### config.mk
export PLATFORM = sky130hd
export DESIGN_NAME = idle_standby_timer
export DESIGN_NICKNAME = d
export VERILOG_FILES = /design/src/design/idle_timer_pkg.sv /design/src/design/idle_standby_timer.sv
export SDC_FILE = /design/constraint.sdc
export NUM_CORES = 1
export LEC_CHECK = 0
export BUFFER_PORTS_ARGS = -buffer_cell sky130_fd_sc_hd__buf_2
export CAP_MARGIN = 20
export CORE_MARGIN = 4
export CORE_UTILIZATION = 40
export DETAILED_ROUTE_END_ITERATION = 10
export PLACE_DENSITY = 0.6
export RECOVER_POWER = 100
export SYNTH_ARGS = -nofsm -noshare
export SYNTH_HDL_FRONTEND = slang
export SYNTH_SLANG_ARGS = --single-unit
export TNS_END_PERCENT = 100
### constraint.sdc
create_clock -name clk -period 3.6 [get_ports clk]
set_input_delay 0.72 -clock clk [delete_from_list [all_inputs] [get_ports clk]]
set_output_delay 0.72 -clock clk [all_outputs]
set_load 0.01 [all_outputs]
### src/design/idle_timer_pkg.sv
// Constants, state type and decode table for the idle / standby power timer.
// Assumes a single 100 MHz clock and a command decoder that hands over opcode and count together.
package idle_timer_pkg;

  // Clock and time base
  localparam int unsigned CLK_PERIOD_NS = 10;
  localparam int unsigned SECOND_NS = 1000000000;
  localparam int unsigned CYCLES_PER_SEC = SECOND_NS / CLK_PERIOD_NS;
  localparam int PRESC_W = 27;

  // Command opcodes recognised as Idle
  localparam logic [7:0] OPC_IDLE_A = 8'hE3;
  localparam logic [7:0] OPC_IDLE_B = 8'h97;

  // Timeout parameter codes and ranges
  localparam logic [7:0] CODE_OFF = 8'h00;
  localparam logic [7:0] CODE_LIN_MAX = 8'hF0;
  localparam logic [7:0] CODE_HALF_HR_MAX = 8'hFB;
  localparam logic [7:0] CODE_21MIN = 8'hFC;
  localparam logic [7:0] CODE_8HR = 8'hFD;
  localparam logic [7:0] CODE_RSVD = 8'hFE;
  localparam logic [7:0] CODE_21M15 = 8'hFF;

  // Interval figures, in seconds
  localparam int SECS_W = 15;
  localparam logic [SECS_W-1:0] LIN_STEP_SECS = 15'h0005;
  localparam logic [SECS_W-1:0] HALF_HR_SECS = 15'h0708;
  localparam logic [SECS_W-1:0] SECS_21MIN = 15'h04EC;
  localparam logic [SECS_W-1:0] SECS_8HR = 15'h7080;
  localparam logic [SECS_W-1:0] SECS_21M15 = 15'h04FB;

  // Reset values
  localparam logic [SECS_W-1:0] SECS_RESET = 15'h0000;
  localparam logic [PRESC_W-1:0] PRESC_RESET = 27'h0000000;

  // Power states, Gray coded along standby -> spin-up -> idle
  typedef enum logic [1:0]
  {
    ST_STANDBY = 2'b00,
    ST_SPINUP = 2'b01,
    ST_IDLE = 2'b11
  } pwr_state_type;

endpackage

### src/design/idle_standby_timer.sv
// Power-state controller: Idle command handling, spindle spin-up and auto standby timer.
// Assumes cmd_* and host_access come from logic on clk; spindle_at_speed is an async pin.
module idle_standby_timer
  import idle_timer_pkg::*;
#(
  parameter int unsigned TICK_CYCLES = CYCLES_PER_SEC
)
(
  input wire logic clk,
  input wire logic nrst,
  input wire logic cmd_valid,
  input wire logic [7:0] cmd_opcode,
  input wire logic [7:0] cmd_count,
  input wire logic host_access,
  input wire logic spindle_at_speed,
  output logic power_idle_q,
  output logic motor_on_q,
  output logic ready_q,
  output logic timer_on_q,
  output logic cmd_done_q,
  output logic cmd_abort_q,
  output logic err_q
);

  // Decode of the timeout parameter into seconds; zero means disabled
  function automatic logic [SECS_W-1:0] decode_secs(input logic [7:0] code);
    logic [SECS_W-1:0] secs;
    secs = SECS_RESET;
    if (code == CODE_OFF)
      secs = SECS_RESET;
    else if (code <= CODE_LIN_MAX)
      secs = SECS_W'({7'h00, code} * LIN_STEP_SECS);
    else if (code <= CODE_HALF_HR_MAX)
      secs = SECS_W'({7'h00, code - CODE_LIN_MAX} * HALF_HR_SECS);
    else if (code == CODE_21MIN)
      secs = SECS_21MIN;
    else if (code == CODE_8HR)
      secs = SECS_8HR;
    else if (code == CODE_21M15)
      secs = SECS_21M15;
    return secs;
  endfunction

  // Reset synchroniser: async assert, release through two flops
  logic rst_meta_q;
  logic rst_n;
  always_ff @(posedge clk or negedge nrst)
  begin
    if (!nrst)
    begin
      rst_meta_q <= 1'b0;
      rst_n <= 1'b0;
    end
    else
    begin
      rst_meta_q <= 1'b1;
      rst_n <= rst_meta_q;
    end
  end

  // Spindle speed pin: two flops before any logic looks at it
  logic speed_meta_q;
  logic speed_q;
  always_ff @(posedge clk or negedge rst_n)
  begin
    if (!rst_n)
    begin
      speed_meta_q <= 1'b0;
      speed_q <= 1'b0;
    end
    else
    begin
      speed_meta_q <= spindle_at_speed;
      speed_q <= speed_meta_q;
    end
  end

  // State and timer registers
  pwr_state_type state_q; // Current power state
  pwr_state_type state_d;
  logic [SECS_W-1:0] interval_q; // Programmed interval, reload value
  logic [SECS_W-1:0] interval_d;
  logic [SECS_W-1:0] sec_left_q; // Seconds still to run
  logic [SECS_W-1:0] sec_left_d;
  logic [PRESC_W-1:0] presc_q; // Clock cycles within the current second
  logic [PRESC_W-1:0] presc_d;
  logic timer_on_d;

  // Command decode
  wire is_idle_opc = (cmd_opcode == OPC_IDLE_A) || (cmd_opcode == OPC_IDLE_B);
  wire idle_cmd = cmd_valid && is_idle_opc;
  wire reject = idle_cmd && (cmd_count == CODE_RSVD);
  wire idle_go = idle_cmd && !reject;
  wire [SECS_W-1:0] new_secs = decode_secs(cmd_count);
  wire new_enable = (cmd_count != CODE_OFF);

  // Timer events; the one-second tick comes from the prescaler
  wire tick = (presc_q == PRESC_W'(TICK_CYCLES - 1));
  wire reload = host_access && timer_on_q && !idle_go;
  wire expire = timer_on_q && tick && (sec_left_q == SECS_W'(1)) && !reload && !idle_go;
  wire in_idle = (state_q != ST_STANDBY);

  // Next-state logic for power state
  always_comb
  begin
    state_d = state_q;
    case (state_q)
      ST_STANDBY:
      begin
        // Idle from Standby enters Idle at once; spin-up skipped if already turning
        if (idle_go)
          state_d = speed_q ? ST_IDLE : ST_SPINUP;
      end
      ST_SPINUP:
      begin
        // Motor is already commanded on; wait for operating speed
        if (expire)
          state_d = ST_STANDBY;
        else if (speed_q)
          state_d = ST_IDLE;
      end
      ST_IDLE:
      begin
        // A further Idle command leaves this idle state as it is
        if (expire)
          state_d = ST_STANDBY;
        else
          state_d = ST_IDLE;
      end
      default:
      begin
        state_d = ST_STANDBY;
      end
    endcase
  end

  // Next values for the timer; access and new command take priority over expiry
  always_comb
  begin
    interval_d = interval_q;
    timer_on_d = timer_on_q;
    sec_left_d = sec_left_q;
    presc_d = tick ? PRESC_RESET : presc_q + PRESC_W'(1);
    if (idle_go)
    begin
      // Load the setting and restart the count from a whole interval
      interval_d = new_secs;
      timer_on_d = new_enable;
      sec_left_d = new_secs;
      presc_d = PRESC_RESET;
    end
    else if (reload)
    begin
      sec_left_d = interval_q;
      presc_d = PRESC_RESET;
    end
    else if (expire)
    begin
      // Timer stays armed with its setting, idle until the next command
      sec_left_d = interval_q;
    end
    else if (timer_on_q && in_idle && tick && (sec_left_q != SECS_RESET))
    begin
      sec_left_d = sec_left_q - SECS_W'(1);
    end
  end

  // State, timer and output registers
  always_ff @(posedge clk or negedge rst_n)
  begin
    if (!rst_n)
    begin
      state_q <= ST_STANDBY;
      interval_q <= SECS_RESET;
      sec_left_q <= SECS_RESET;
      presc_q <= PRESC_RESET;
      timer_on_q <= 1'b0;
      power_idle_q <= 1'b0;
      motor_on_q <= 1'b0;
      ready_q <= 1'b0;
      cmd_done_q <= 1'b0;
      cmd_abort_q <= 1'b0;
      err_q <= 1'b0;
    end
    else
    begin
      state_q <= state_d;
      interval_q <= interval_d;
      sec_left_q <= sec_left_d;
      presc_q <= presc_d;
      timer_on_q <= timer_on_d;
      power_idle_q <= (state_d != ST_STANDBY);
      motor_on_q <= (state_d != ST_STANDBY);
      ready_q <= (state_d == ST_IDLE);
      cmd_done_q <= idle_go;
      cmd_abort_q <= reject;
      // Error stays up until the next accepted Idle command
      if (reject)
        err_q <= 1'b1;
      else if (idle_go)
        err_q <= 1'b0;
    end
  end

  // Checks of the documented behaviour
  chk_opcode_accept: assert property (@(posedge clk) disable iff (!rst_n)
    idle_go |=> cmd_done_q && !cmd_abort_q)
    else $error("Idle opcode not completed");

  chk_standby_wake: assert property (@(posedge clk) disable iff (!rst_n)
    (state_q == ST_STANDBY) && idle_go |=> power_idle_q && motor_on_q)
    else $error("Idle from standby did not enter idle");

  chk_idle_holds: assert property (@(posedge clk) disable iff (!rst_n)
    (state_q == ST_IDLE) && idle_go |=> (state_q == ST_IDLE))
    else $error("Idle command changed idle state");

  chk_spin_skip: assert property (@(posedge clk) disable iff (!rst_n)
    (state_q == ST_STANDBY) && idle_go && speed_q |=> ready_q ##1 ready_q)
    else $error("Spin-up not skipped while turning");

  chk_motor_idle: assert property (@(posedge clk) disable iff (!rst_n)
    (state_q == ST_IDLE) && !expire |=> motor_on_q && ready_q)
    else $error("Spindle or readiness lost while idle");

  chk_zero_off: assert property (@(posedge clk) disable iff (!rst_n)
    idle_go && (cmd_count == CODE_OFF) |=> !timer_on_q)
    else $error("Zero count left timer enabled");

  chk_interval_load: assert property (@(posedge clk) disable iff (!rst_n)
    idle_go |=> (interval_q == decode_secs($past(cmd_count))) && (sec_left_q == interval_q))
    else $error("Interval not loaded from count");

  chk_code_8hr: assert property (@(posedge clk) disable iff (!rst_n)
    idle_go && (cmd_count == CODE_8HR) |=> (interval_q == SECS_8HR))
    else $error("Code 253 not eight hours");

  chk_expire_standby: assert property (@(posedge clk) disable iff (!rst_n)
    expire |=> !power_idle_q && !motor_on_q)
    else $error("Expiry did not reach standby");

  chk_access_reload: assert property (@(posedge clk) disable iff (!rst_n)
    reload |=> (sec_left_q == interval_q) && (presc_q == PRESC_RESET) && power_idle_q == $past(in_idle))
    else $error("Host access did not reload timer");

  chk_tick_wrap: assert property (@(posedge clk) disable iff (!rst_n)
    tick && !idle_go && !reload |=> (presc_q == PRESC_RESET))
    else $error("Prescaler did not wrap on tick");

  chk_reserved_abort: assert property (@(posedge clk) disable iff (!rst_n)
    reject |=> cmd_abort_q && err_q && $stable(interval_q) && $stable(timer_on_q)
      && (state_q == $past(state_q) || $past(expire) || $past(state_q) == ST_SPINUP))
    else $error("Reserved code not rejected cleanly");

endmodule

==> Implementation_results.wiki, run 1 <==
{| class="wikitable"
! Metric !! Value
|-
| Kind of cell adding the most delay to the critical path || adder cells
|-
| Crit path max-delay cell type || sky130_fd_sc_hd__fa_1
|-
| Internal power consumption || roughly 2.0 mW
|-
| Final setup fails || 0
|-
| Delay of the slowest cell on the worst path || about 0.54 ns
|-
| Number of buffers added on ports || 27
|-
| Layout-stage area growth over the synthesis result || 15.62%
|-
| Number of failing hold endpoints at the final stage || 0
|-
| First-iteration detailed-routing DRC count || 305
|-
| Syn. warnings || 0
|-
| Nature of the critical path startpoint || input pin
|-
| Buffer type at the clock tree root || sky130_fd_sc_hd__clkbuf_16
|-
| Proportion of power drawn by combinational gates || between 20% and 30%
|-
| Total global routing track utilization || between 10% and 20%
|-
| Buffers and inverters on the worst path || 2
|-
| Net load switching power || approximately 0.91 mW
|-
| Leading cell types in the layout, fill and taps excluded || 69 x sky130_fd_sc_hd__dfrtp_1, 47 x sky130_fd_sc_hd__nor2_1, 43 x sky130_fd_sc_hd__nand2_1
|-
| Clock-pin slew reported for the worst setup and hold paths after clock tree synthesis || around 0.06 ns
|-
| Post-synthesis instance area || between 0.004 and 0.005 mm^2
|-
| Category of the critical setup timing path || input pin to register
|-
| Switching share of power || roughly a third
|-
| Pin count of the biggest net entering global routing || 39
|-
| Wire length of the first global-routing pass || around 20000 um
|-
| Core region area || between 0.01 and 0.015 mm^2
|-
| Final core area utilization || between 40% and 50%
|-
| HPWL after detailed placement || 8931 um
|-
| Worst Hold Margin || between 0.15 and 0.2 ns
|-
| Post-DR wirelength/cell || roughly 17 um
|-
| Antenna-violating nets left || 0
|-
| Final nets || 631
|-
| Full die area || ~0.014 mm^2
|-
| Part of the Yosys area used for sequential elements || a little over a third
|-
| Result of the run || finished clean
|-
| Number of rows in the core area || 39
|-
| Crit path time final || about 3.5 ns
|-
| Maximum vdd ir drop || 0.2297 mV
|-
| Weighted congestion at the end of routability-driven global placement || approximately 0.90
|-
| Worst Max-Slew Pin Slew || between 1 and 1.5 ns
|-
| Clock Latency Late Sink || 0.33 ns
|-
| P per Cell Area || slightly above 500 mW/mm^2
|-
| Layout cell share with drive strength beyond 1 || between 10% and 20%
|-
| Die Y || approximately 120 um
|-
| Vias post-DR || between 4000 and 5000
|-
| Cts bufs inserted || 9
|-
| Chip Width || 118.1 um
|-
| EDFF count, synth || 0
|-
| Worst-case register-to-register setup slack || between 0.8 and 0.9 ns
|-
| Number of levels the H-tree was split into || 3
|-
| Series of cell instances along the critical path || buf_8 -> fa_1 -> ha_1 -> ha_1 -> ha_1 -> ha_2 -> inv_2 -> fa_2 -> nor2b_1 -> o21a_1 -> o21a_1 -> or3_1 -> a311oi_2 -> a211o_1
|-
| IO Count || 28
|-
| Area post-placement || 0.005225 mm^2
|-
| Clock tree from TritonCTS || yes
|-
| Final Cycle Share || between 90% and 100%
|-
| Max Clock Skew || between 0.006 and 0.007 ns
|-
| Sequential power share || 36.0%
|-
| Via-per-instance ratio || just under 6
|-
| TritonCTS Sinks || 69
|-
| Critical path's most frequent cell || sky130_fd_sc_hd__ha_1
|-
| Unrepaired setup endpoints after global routing || no
|-
| Remaining Overflow, GRT || 0
|-
| Synthesized area per cell || slightly above 9 um^2
|-
| Initial core utilization || 41.56%
|-
| CP max FO || 4
|-
| Arr. time, crit path || ~3.8 ns
|-
| Pre-Repair DR Iteration Count || 5
|-
| Async S/R FF share, synth || 100.0%
|-
| Vias in the first global route || just over 4000
|-
| Gate count after technology mapping || 520
|-
| Antenna violations before repair || 0
|-
| Post-synthesis cell type count || 76
|-
| Critical path endpoint category || register
|-
| Maximum clock insertion buffer count || 2
|-
| Most used flip-flop cell after synthesis || sky130_fd_sc_hd__dfrtp_1
|-
| Max Clk Rate || between 200 and 300 MHz
|-
| Aggregate routed wire length || around 12000 um
|-
| Leakage power || about 2.6 nW
|-
| Max Cap Viol || 0
|-
| Hold buffers post-CTS || 0
|-
| Worst flop-to-flop path startpoint || presc_q[0]$_DFF_PN0_
|-
| Clock share of power || 35.3%
|-
| Number of setup buffers added after CTS || 0
|-
| Capturing point of the worst reg2reg path || sec_left_q[3]$_DFFE_PN0P_
|-
| Worst min path class || input pin to asynchronous set/reset pin
|-
| Max-Slew Margin vs Limit || between 10% and 20%
|-
| Post-route standard cell area excluding fillers || 0.005604 mm^2
|-
| Antenna diode instance count || 0
|-
| Worst endpoint required time || ~3.9 ns
|-
| Worst reg2reg path depth || 7
|-
| Most common cell after layout, fill and taps aside || sky130_fd_sc_hd__dfrtp_1
|-
| Final count of pins violating max slew || 0
|-
| Number of synthesized register bits || between 60 and 70
|-
| Synthesized Nets || between 500 and 600
|-
| Drt drc || 0
|}
-- power by group through the flow --
stage | clock (mW) | sequential (mW) | combinational, mW
final | 1.01 | 1.03 | 0.823
after detailed placement | 0 | 1.04 | 0.794
after global routing | 1.06 | 1.05 | 0.923
after CTS | 1.03 | 1.03 | 0.812
after global placement | 0 | 1.04 | 0.780
after floorplan | 0 | 1.01 | 0.582
-- synth_stat cells, types with 3 or more instances --
library cell | number | area [um^2]
sky130_fd_sc_hd__dfrtp_1 | 69 | 1727
sky130_fd_sc_hd__nor2_1 | 47 | 176.4
sky130_fd_sc_hd__ha_1 | 44 | 550.5
sky130_fd_sc_hd__nand2_1 | 43 | 161.4
sky130_fd_sc_hd__inv_1 | 29 | 108.9
sky130_fd_sc_hd__nand3_1 | 23 | 115.1
sky130_fd_sc_hd__nor3_1 | 23 | 115.1
sky130_fd_sc_hd__xnor2_1 | 17 | 148.9
sky130_fd_sc_hd__a21oi_1 | 16 | 80.08
sky130_fd_sc_hd__xor2_1 | 16 | 140.1
sky130_fd_sc_hd__a21o_1 | 13 | 97.59
sky130_fd_sc_hd__clkbuf_1 | 11 | 41.29
sky130_fd_sc_hd__nand4_1 | 11 | 68.82
sky130_fd_sc_hd__o21ai_0 | 10 | 50.05
sky130_fd_sc_hd__a211oi_1 | 9 | 67.56
sky130_fd_sc_hd__nor4_1 | 8 | 50.05
sky130_fd_sc_hd__o211ai_1 | 8 | 60.06
sky130_fd_sc_hd__o21a_1 | 8 | 60.06
sky130_fd_sc_hd__and3_1 | 7 | 43.79
sky130_fd_sc_hd__or3_1 | 6 | 37.54
sky130_fd_sc_hd__a31oi_1 | 5 | 31.28
sky130_fd_sc_hd__and4_1 | 5 | 43.79
sky130_fd_sc_hd__fa_1 | 5 | 100.1
sky130_fd_sc_hd__nand2b_1 | 4 | 25.02
sky130_fd_sc_hd__a221oi_1 | 3 | 26.28
sky130_fd_sc_hd__a32oi_1 | 3 | 26.28
sky130_fd_sc_hd__and2_1 | 3 | 18.77
sky130_fd_sc_hd__buf_4 | 3 | 22.52
sky130_fd_sc_hd__buf_6 | 3 | 33.78
sky130_fd_sc_hd__nand4b_1 | 3 | 26.28
sky130_fd_sc_hd__nor2b_1 | 3 | 18.77
sky130_fd_sc_hd__nor4b_1 | 3 | 26.28
sky130_fd_sc_hd__o31ai_1 | 3 | 22.52
sky130_fd_sc_hd__or4_1 | 3 | 22.52
-- final cells by class --
| class | count | area [um^2] |
|---|---|---|
| clock buffer | 10 | 229.0 |
| clock inverter | 6 | 112.6 |
| timing repair buffer | 49 | 300.3 |
| multi-input combinational | 403 | 2944 |
| fill | 1106 | 6058 |
| tap | 143 | 178.9 |
| sequential | 69 | 1727 |
| inverter | 29 | 112.6 |
-- flip-flops by register name, indices dropped and copies added (netlist names) --
signal	cells
cmd_abort_q	1
speed_meta_q	1
cmd_done_q	1
ready_q	1
interval_q	15
rst_n	1
state_q	2
sec_left_q	15
err_q	1
speed_q	1
timer_on_q	1
rst_meta_q	1
motor_on_q	1
presc_q	27
-- layer usage --
metal	vias to the layer above	GRT usage, %	share of wire (%)
li1	1997	-	-
met1	2022	22.36	44
met2	122	29.26	50
met3	28	2.835	4.0
met4	0	6.300	2.2
met5	-	0	0
-- worst reg2reg max path: cells and delay by family, from the launching register on --
family | cells | cell delay (ns)
and+or+nand+nor | 4 | 1.31
AOI/OAI and AO/OA | 1 | 0.40
DFF | 1 | 0.39
muxes | 1 | 0.34
adders and majority gates | 1 | 0.23
-- per-stage QoR --
stage,setup WS [ns],power [mW],setup TNS [ns],cells
3_3_place_gp,-0.2652,1.816,-0.9885,693
2_1_floorplan,-0.05496,1.591,-0.08675,520
3_5_place_dp,-0.3372,1.833,-1.518,693
4_1_cts,0.01029,2.867,0,709
5_1_grt,0.001080,3.037,0,709
6_report,0.08857,2.864,0,709
-- cell families (layout without fill, tap and decap cells) --
group	after synthesis	in the layout	synth area share (%)
AND/OR/NAND/NOR	208	208	22.90
adder cells (fa/ha/maj)	49	49	13.42
other	1	1	0.07737
XOR/XNOR	33	33	5.963
flip-flops	69	69	35.62
multiplexers	1	1	0.2323
buffers and inverters	48	94	4.672
AO/OA/AOI/OAI	111	111	17.12
-- how the worst max path moves through the flow --
stage                 startpoint                    endpoint  slack (ns)  depth (start not counted)
floorplan           cmd_count[0]  sec_left_q[14]$_DFFE_PN0P_       -0.05                         13
global placement    cmd_count[1]  sec_left_q[14]$_DFFE_PN0P_       -0.27                         14
detailed placement  cmd_count[1]  sec_left_q[14]$_DFFE_PN0P_       -0.34                         14
CTS                 cmd_count[3]  sec_left_q[14]$_DFFE_PN0P_        0.01                         14
global route        cmd_count[1]  sec_left_q[14]$_DFFE_PN0P_       0.001                         14
finish              cmd_count[1]  sec_left_q[14]$_DFFE_PN0P_        0.09                         14
-- repair_timing --
item,in CTS,in global routing
setup endpoints to repair,1,4
pin swaps,10,9
resized for setup,4,9
hold endpoints to repair,0,0
No activity file was read; power rests on OpenSTA's default activity.
==> inputs of run 2 (changes only) <==
Settings changed: ABC_AREA from default to 1.
==> Implementation_results.wiki, run 2 <==
{| class="wikitable"
! Metric !! Value
|-
| Buffer type at the clock tree root || sky130_fd_sc_hd__clkbuf_16
|-
| Category of the critical setup timing path || input pin to register
|-
| Vias in the first global route || roughly 4600
|-
| Layout-stage area growth over the synthesis result || 13.82%
|-
| Max Clock Skew || between 0.008 and 0.009 ns
|-
| Violations in the final reports || max-capacitance violations, max-slew violations
|-
| Post-synthesis instance area || ~0.0052 mm^2
|-
| Drt drc || 0
|-
| Post-DR wirelength/cell || about 13 um
|-
| Final nets || between 800 and 900
|-
| EDFF count, synth || 0
|-
| Final-layout fill cell count || between 1000 and 1500
|-
| TritonCTS Sinks || 69
|-
| Nature of the critical path startpoint || input pin
|-
| Remaining Overflow, GRT || 0
|-
| Clock share of power || between 30% and 40%
|-
| Main combinational cell family by area after synthesis || simple AND/OR/NAND/NOR gates
|-
| Clock Latency Late Sink || between 0.3 and 0.4 ns
|-
| Final Cycle Share || 94.15%
|-
| Arr. time, crit path || 3.62 ns
|-
| Worst min path class || input pin to asynchronous set/reset pin
|-
| Proportion of power drawn by combinational gates || between 20% and 30%
|-
| Fraction of post-synthesis cell area in the top cell type by area || roughly a third
|-
| Max Cap Viol || 1
|-
| Biggest area contributors in the synthesized netlist || sky130_fd_sc_hd__dfrtp_1 33%, sky130_fd_sc_hd__nand2_1 12%, sky130_fd_sc_hd__ha_1 11%
|-
| Max-Slew Margin vs Limit || -18.35%
|-
| Core region area || 0.01272 mm^2
|-
| Syn. warnings || 0
|-
| Count of placed standard cells in the final layout, fillers left out || 934
|-
| Switching share of power || about a third
|-
| Synthesized area per cell || around 7.4 um^2
|-
| Net load switching power || 0.9215 mW
|-
| Adder-cell area share of the yosys netlist || around 12%
|-
| Post-synthesis share of cell area spent on xor and xnor gates || under 10%
|-
| Maximum vdd ir drop || ~0.3 mV
|-
| Share of synthesized cell area in and, or, nand and nor gates || between 30% and 40%
|-
| Final core area utilization || between 40% and 50%
|-
| Final setup fails || 0
|-
| Wire length of the first global-routing pass || between 20000 and 25000 um
|-
| Leading post-synthesis cells by instance count || 166 x sky130_fd_sc_hd__nand2_1, 102 x sky130_fd_sc_hd__inv_1, 86 x sky130_fd_sc_hd__nor2_1, 69 x sky130_fd_sc_hd__dfrtp_1, 59 x sky130_fd_sc_hd__nand3_1
|-
| Number of synthesized register bits || 69
|-
| Max Clk Rate || roughly 300 MHz
|-
| Number of failing hold endpoints at the final stage || 0
|-
| Pin count of the biggest net entering global routing || 43
|-
| Die Y || around 120 um
|-
| Antenna diode instance count || 0
|-
| Worst endpoint required time || approximately 3.8 ns
|-
| Initial core utilization || about two fifths
|-
| P per Cell Area || between 400 and 500 mW/mm^2
|-
| Number of levels the H-tree was split into || 3
|-
| Post-synthesis cell type count || between 40 and 50
|-
| Total global routing track utilization || between 10% and 20%
|-
| Gate count after technology mapping || around 710
|-
| Weighted congestion at the end of routability-driven global placement || between 0.9 and 1
|-
| Synth Area in Compound Gates || under 10%
|-
| CP max FO || 3
|-
| Critical path's most frequent cell || sky130_fd_sc_hd__nand2_1
|-
| Result of the run || finished, violations left
|-
| Most flop-heavy register || presc_q
|-
| Crit path max-delay cell type || sky130_fd_sc_hd__fa_1
|-
| Async S/R FF share, synth || between 90% and 100%
|-
| IO Count || 28
|-
| Count leader, synth || sky130_fd_sc_hd__nand2_1
|-
| Worst Max-Slew Pin Slew || between 1.5 and 2 ns
|-
| Pre-Repair DR Iteration Count || 7
|-
| Final count of pins violating max slew || 43
|-
| Placed cell count || 917
|-
| Antenna-violating nets left || 0
|-
| Vias post-DR || around 4600
|-
| Internal power consumption || ~1.9 mW
|-
| PnR worst setup slack || around 0.21 ns
|-
| Synthesized Nets || 781
|-
| Maximum clock insertion buffer count || 2
|-
| Full die area || 0.01500 mm^2
|-
| Number of rows in the core area || 41
|-
| Clock-pin slew reported for the worst setup and hold paths after clock tree synthesis || around 0.060 ns
|-
| Chip Width || between 100 and 150 um
|-
| Cell type with the largest total area after synthesis || sky130_fd_sc_hd__dfrtp_1
|-
| Leading cell types in the layout, fill and taps excluded || 168 x sky130_fd_sc_hd__nand2_1, 101 x sky130_fd_sc_hd__inv_1, 86 x sky130_fd_sc_hd__nor2_1
|-
| Delay of the slowest cell on the worst path || about 0.53 ns
|-
| Post-route standard cell area excluding fillers || just under 0.006 mm^2
|-
| Layout cell share with drive strength beyond 1 || about 12%
|-
| Regs by FF count || presc_q (27), interval_q (15), sec_left_q (15)
|-
| Critical path endpoint category || register
|-
| Aggregate routed wire length || around 12000 um
|-
| HPWL after detailed placement || 9477 um
|-
| Most common cell after layout, fill and taps aside || sky130_fd_sc_hd__nand2_1
|-
| Flip-flop count of the largest register, all copies and words added || 27
|-
| Most used flip-flop cell after synthesis || sky130_fd_sc_hd__dfrtp_1
|-
| Worst Hold Margin || around 0.15 ns
|-
| Sequential power share || a little over a third
|-
| First-iteration detailed-routing DRC count || 251
|-
| Area post-placement || 0.005649 mm^2
|-
| Leakage power || 3.145 nW
|-
| Cts bufs inserted || 9
|-
| Multiplexer fraction of the synthesized cell area || 0%
|-
| Post-place setup slack || -0.2882 ns
|-
| Antenna violations before repair || 0
|-
| Clock tree from TritonCTS || yes
|-
| Crit path time final || roughly 3.4 ns
|-
| Via-per-instance ratio || 4.952
|-
| Number of buffers added on ports || 27
|-
| Part of the Yosys area used for sequential elements || 32.94%
|-
| Series of cell instances along the critical path || buf_2 -> inv_2 -> fa_1 -> inv_1 -> ha_1 -> ha_1 -> ha_1 -> inv_1 -> fa_2 -> nor2_2 -> o21ai_1 -> nand2_1 -> nand2_1 -> nand2_1 -> inv_1 -> nand2_1 -> nand3_1 -> nand2_1 -> nand2_1 -> nor2_1 -> nor2_1
|}
==> run 2: cell types whose count changed in the layout (fill, tap and decap cells not counted), moves of 16 or more <==
| cell | change |
|---|---|
| sky130_fd_sc_hd__inv_1 | +76 |
| sky130_fd_sc_hd__nand2_1 | +125 |
| sky130_fd_sc_hd__nand3_1 | +36 |
| sky130_fd_sc_hd__nor2_1 | +39 |
| sky130_fd_sc_hd__nor3_1 | -16 |
| sky130_fd_sc_hd__o21ai_0 | +16 |
==> run 2: path summary, 6_finish.rpt <==
| path | from | cells after the start | to | slack, ns |
|---|---|---|---|---|
| max in group asynchronous | rst_n$_DFF_PN0_ | 1 | sec_left_q[1]$_DFFE_PN0P_ | 0.84 |
| worst max-delay path | cmd_count[1] | 21 | sec_left_q[14]$_DFFE_PN0P_ | 0.21 |
| min in group clk | speed_meta_q$_DFF_PN0_ | 0 | speed_q$_DFF_PN0_ | 0.35 |
| worst min register to register | speed_meta_q$_DFF_PN0_ | 0 | speed_q$_DFF_PN0_ | 0.35 |
| worst min-delay path | nrst | 1 | rst_meta_q$_DFF_PN0_ | 0.15 |
| worst max register to register | rst_n$_DFF_PN0_ | 1 | sec_left_q[1]$_DFFE_PN0P_ | 0.84 |
==> run 2: cell type report <==
cell class / instances / area [um^2] / area share [%]
well taps: 172 / 215.2 / 3.607
inverters: 110 / 412.9 / 6.921
clock buffers: 11 / 252.7 / 4.237
clock inverters: 5 / 106.4 / 1.783
flip-flops and latches: 69 / 1727 / 28.94
repair buffers: 47 / 262.8 / 4.404
multi-input cells: 520 / 2989 / 50.10
==> run 2: routing by layer <==
metal | up-vias | wire length [um] | track usage, %
met4 | 0 | 162 | 4.899
li1 | 2364 | - | -
met1 | 2162 | 5699 | 23.37
met3 | 20 | 481 | 4.194
met2 | 79 | 5950 | 29.37
met5 | - | 0 | 0
==> run 2: what timing repair did <==
| action | in CTS | in global routing |
|---|---|---|
| gates resized for setup | 0 | 4 |
| endpoints found under the setup margin | 0 | 2 |
| setup buffers | 0 | 1 |
| hold buffers | 0 | 0 |
| endpoints found under the hold margin | 0 | 0 |
==> run 2: stage by stage <==
step / setup TNS (ns) / power, mW
after floorplan: 0 / 1.579
after global placement: -0.3141 / 1.782
after detailed placement: -0.5915 / 1.799
after CTS: 0 / 2.873
after global routing: -0.004157 / 3.052
final: 0 / 2.840
==> run 2: power by group through the flow <==
stage | logic, mW | registers (mW) | clock network (mW)
after floorplan | 0.587 | 0.992 | 0
after global placement | 0.773 | 1.01 | 0
after detailed placement | 0.784 | 1.01 | 0
after CTS | 0.794 | 1.00 | 1.08
after global routing | 0.913 | 1.02 | 1.12
final | 0.787 | 1.00 | 1.05
==> run 2: critical path, delay by kind of cell <==
kind                     cells  cell delay [ns]
buffers and inverters        5             0.32
AND/OR/NAND/NOR             10             0.69
AO/OA/AOI/OAI                1             0.08
adder cells (fa/ha/maj)      5             1.80
==> run 2: kinds of logic after synthesis <==
| logic type | Yosys count |
|---|---|
| xor gates and xnor gates | 26 |
| and+or+nand+nor | 381 |
| AOI/OAI and AO/OA | 63 |
| DFF | 69 |
| adders and majority gates | 49 |
| buffers and inverters | 122 |
| other | 1 |
==> inputs of run 3 (changes only) <==
Settings changed: CORE_MARGIN 4 to default, PLACE_DENSITY 0.6 to 0.62.
Clock period 3.6 ns to 2.8 ns, I/O delays scaled along.
==> Implementation_results.wiki, run 3 (synthesis results as in run 2) <==
{| class="wikitable"
! Metric !! Value
|-
| Drt drc || 0
|-
| PnR worst setup slack || -0.3086 ns
|-
| Final nets || ~850
|-
| Maximum vdd ir drop || ~0.32 mV
|-
| Antenna violations before repair || 0
|-
| Post-place setup slack || -0.7400 ns
|-
| Cts bufs inserted || 9
|-
| Total global routing track utilization || 20.58%
|-
| Most flop-heavy register || presc_q
|-
| Antenna diode instance count || 0
|-
| Worst Hold Margin || 0.3267 ns
|-
| Antenna-violating nets left || 0
|-
| Post-DR wirelength/cell || 13.04 um
|-
| Sequential power share || between 30% and 40%
|-
| Clock Latency Late Sink || 0.34 ns
|-
| Nature of the critical path startpoint || input pin
|-
| Proportion of power drawn by combinational gates || roughly 34%
|-
| Final setup fails || 5
|-
| Max Clk Rate || about 320 MHz
|-
| HPWL after detailed placement || around 9400 um
|-
| Pin count of the biggest net entering global routing || a little under 70
|-
| Arr. time, crit path || 3.34 ns
|-
| IO Count || 28
|-
| Regs by FF count || presc_q (27), interval_q (15), sec_left_q (15)
|-
| Internal power consumption || roughly 2.4 mW
|-
| Max-Slew Margin vs Limit || -11.02%
|-
| Remaining Overflow, GRT || 0
|-
| Via-per-instance ratio || ~5
|-
| P per Cell Area || 576.6 mW/mm^2
|-
| Most common cell after layout, fill and taps aside || sky130_fd_sc_hd__nand2_1
|-
| Number of buffers added on ports || 27
|-
| Weighted congestion at the end of routability-driven global placement || ~0.90
|-
| Core region area || 0.01272 mm^2
|-
| Layout-stage area growth over the synthesis result || 20.74%
|-
| Crit path time final || around 3.1 ns
|-
| Die Y || roughly 120 um
|-
| Category of the critical setup timing path || input pin to register
|-
| Worst Max-Slew Pin Slew || 1.665 ns
|-
| Vias post-DR || approximately 4700
|-
| Result of the run || finished, violations left
|-
| Final-layout fill cell count || between 1000 and 1500
|-
| CP max FO || 3
|-
| Maximum clock insertion buffer count || 2
|-
| Initial core utilization || between 40% and 50%
|-
| Worst endpoint required time || between 3 and 4 ns
|-
| Switching share of power || ~34%
|-
| Vias in the first global route || 4757
|-
| Final Cycle Share || 111.0%
|-
| Clock tree from TritonCTS || yes
|-
| Full die area || ~0.014 mm^2
|-
| Aggregate routed wire length || roughly 12000 um
|-
| Max Clock Skew || roughly 0.0031 ns
|-
| First-iteration detailed-routing DRC count || 323
|-
| Flip-flop count of the largest register, all copies and words added || 27
|-
| Post-route standard cell area excluding fillers || 0.006329 mm^2
|-
| Leading cell types in the layout, fill and taps excluded || 165 x sky130_fd_sc_hd__nand2_1, 96 x sky130_fd_sc_hd__inv_1, 87 x sky130_fd_sc_hd__nor2_1
|-
| Clock-pin slew reported for the worst setup and hold paths after clock tree synthesis || 0.05 ns
|-
| Final count of pins violating max slew || 68
|-
| Wire length of the first global-routing pass || ~22000 um
|-
| Clock share of power || a little under a third
|-
| Leakage power || about 3.2 nW
|-
| Violations in the final reports || max-capacitance violations, max-slew violations, negative setup slack
|-
| Area post-placement || slightly below 0.006 mm^2
|-
| Number of failing hold endpoints at the final stage || 0
|-
| Worst-case register-to-register setup slack || around 0.80 ns
|-
| Pre-Repair DR Iteration Count || 5
|-
| Net load switching power || around 1.3 mW
|-
| Worst min path class || input pin to register
|-
| Number of levels the H-tree was split into || 3
|-
| Chip Width || approximately 120 um
|-
| Final core area utilization || between 40% and 50%
|-
| Max Cap Viol || 1
|-
| Unrepaired setup endpoints after global routing || yes
|-
| Buffer type at the clock tree root || sky130_fd_sc_hd__clkbuf_16
|-
| TritonCTS Sinks || slightly below 70
|-
| Number of rows in the core area || around 40
|-
| Layout cell share with drive strength beyond 1 || 18.07%
|-
| Critical path endpoint category || register
|}
## run 3: critical path, cell delays in order
cell	delay, ns
sky130_fd_sc_hd__buf_8	0.10
sky130_fd_sc_hd__fa_1	0.58
sky130_fd_sc_hd__ha_4	0.22
sky130_fd_sc_hd__ha_4	0.22
sky130_fd_sc_hd__ha_4	0.27
sky130_fd_sc_hd__ha_4	0.13
sky130_fd_sc_hd__inv_2	0.04
sky130_fd_sc_hd__fa_2	0.41
sky130_fd_sc_hd__nor2_4	0.14
sky130_fd_sc_hd__o21ai_2	0.08
sky130_fd_sc_hd__nand2_1	0.06
sky130_fd_sc_hd__nand2_1	0.05
sky130_fd_sc_hd__nand2_2	0.07
sky130_fd_sc_hd__inv_2	0.03
sky130_fd_sc_hd__nand2_1	0.05
sky130_fd_sc_hd__nand3_1	0.06
sky130_fd_sc_hd__nand2_1	0.08
sky130_fd_sc_hd__nand2_1	0.05
sky130_fd_sc_hd__nor2_1	0.10
sky130_fd_sc_hd__nor2_1	0.04
## run 3: layout make-up
class                      instances  area (um^2)  area share, %
timing repair buffer              71        496.7          7.849
inverter                         110        417.9          6.603
sequential                        69         1728          27.30
clock buffer                      11        242.7          3.836
tap                              172        215.2          3.401
clock inverter                     5        58.81         0.9292
multi-input combinational        520         3169          50.08
## run 3: metal layers
metal	wire length, um	track usage, %	share of wire [%]	vias up
li1	-	-	-	2405
met1	5559	24.83	44	2257
met2	6265	36.25	50	54
met3	471	4.255	3.8	16
met4	197	7.179	1.6	0
met5	0	0	0	-
## run 3: metrics by stage
stage | power, mW | std cells | TNS, ns
4_1_cts | 3.640 | 957 | -0.7907
6_report | 3.649 | 958 | -0.9638
2_1_floorplan | 2.092 | 711 | -1.174
5_1_grt | 3.928 | 958 | -1.772
3_3_place_gp | 2.393 | 939 | -4.001
3_5_place_dp | 2.423 | 939 | -4.482
## run 3: repair_timing
item,in CTS,in global routing
gates cloned,0,0
endpoints found under the setup margin,8,9
setup buffers,2,1
hold endpoints to repair,2,0
hold buffers,1,0
pin swaps,12,19
gates resized for setup,13,18
## run 3: power groups by stage
stage                     combinational (mW)  clock, mW  sequential (mW)
after floorplan                        0.816          0             1.28
after global placement                  1.11          0             1.28
after detailed placement                1.14          0             1.29
after CTS                               1.18       1.19             1.27
after global routing                    1.40       1.23             1.29
final                                   1.22       1.15             1.27
## run 3: path summary, 6_finish.rpt
path,end,from,cells after the start
worst min-delay path,speed_meta_q$_DFF_PN0_,spindle_at_speed,1
worst max register to register,presc_q[11]$_DFF_PN0_,presc_q[0]$_DFF_PN0_,10
max in group asynchronous,interval_q[1]$_DFFE_PN0N_,rst_n$_DFF_PN0_,1
worst min register to register,speed_q$_DFF_PN0_,speed_meta_q$_DFF_PN0_,0
worst max-delay path,sec_left_q[14]$_DFFE_PN0P_,cmd_count[1],20
min in group asynchronous,rst_meta_q$_DFF_PN0_,nrst,2
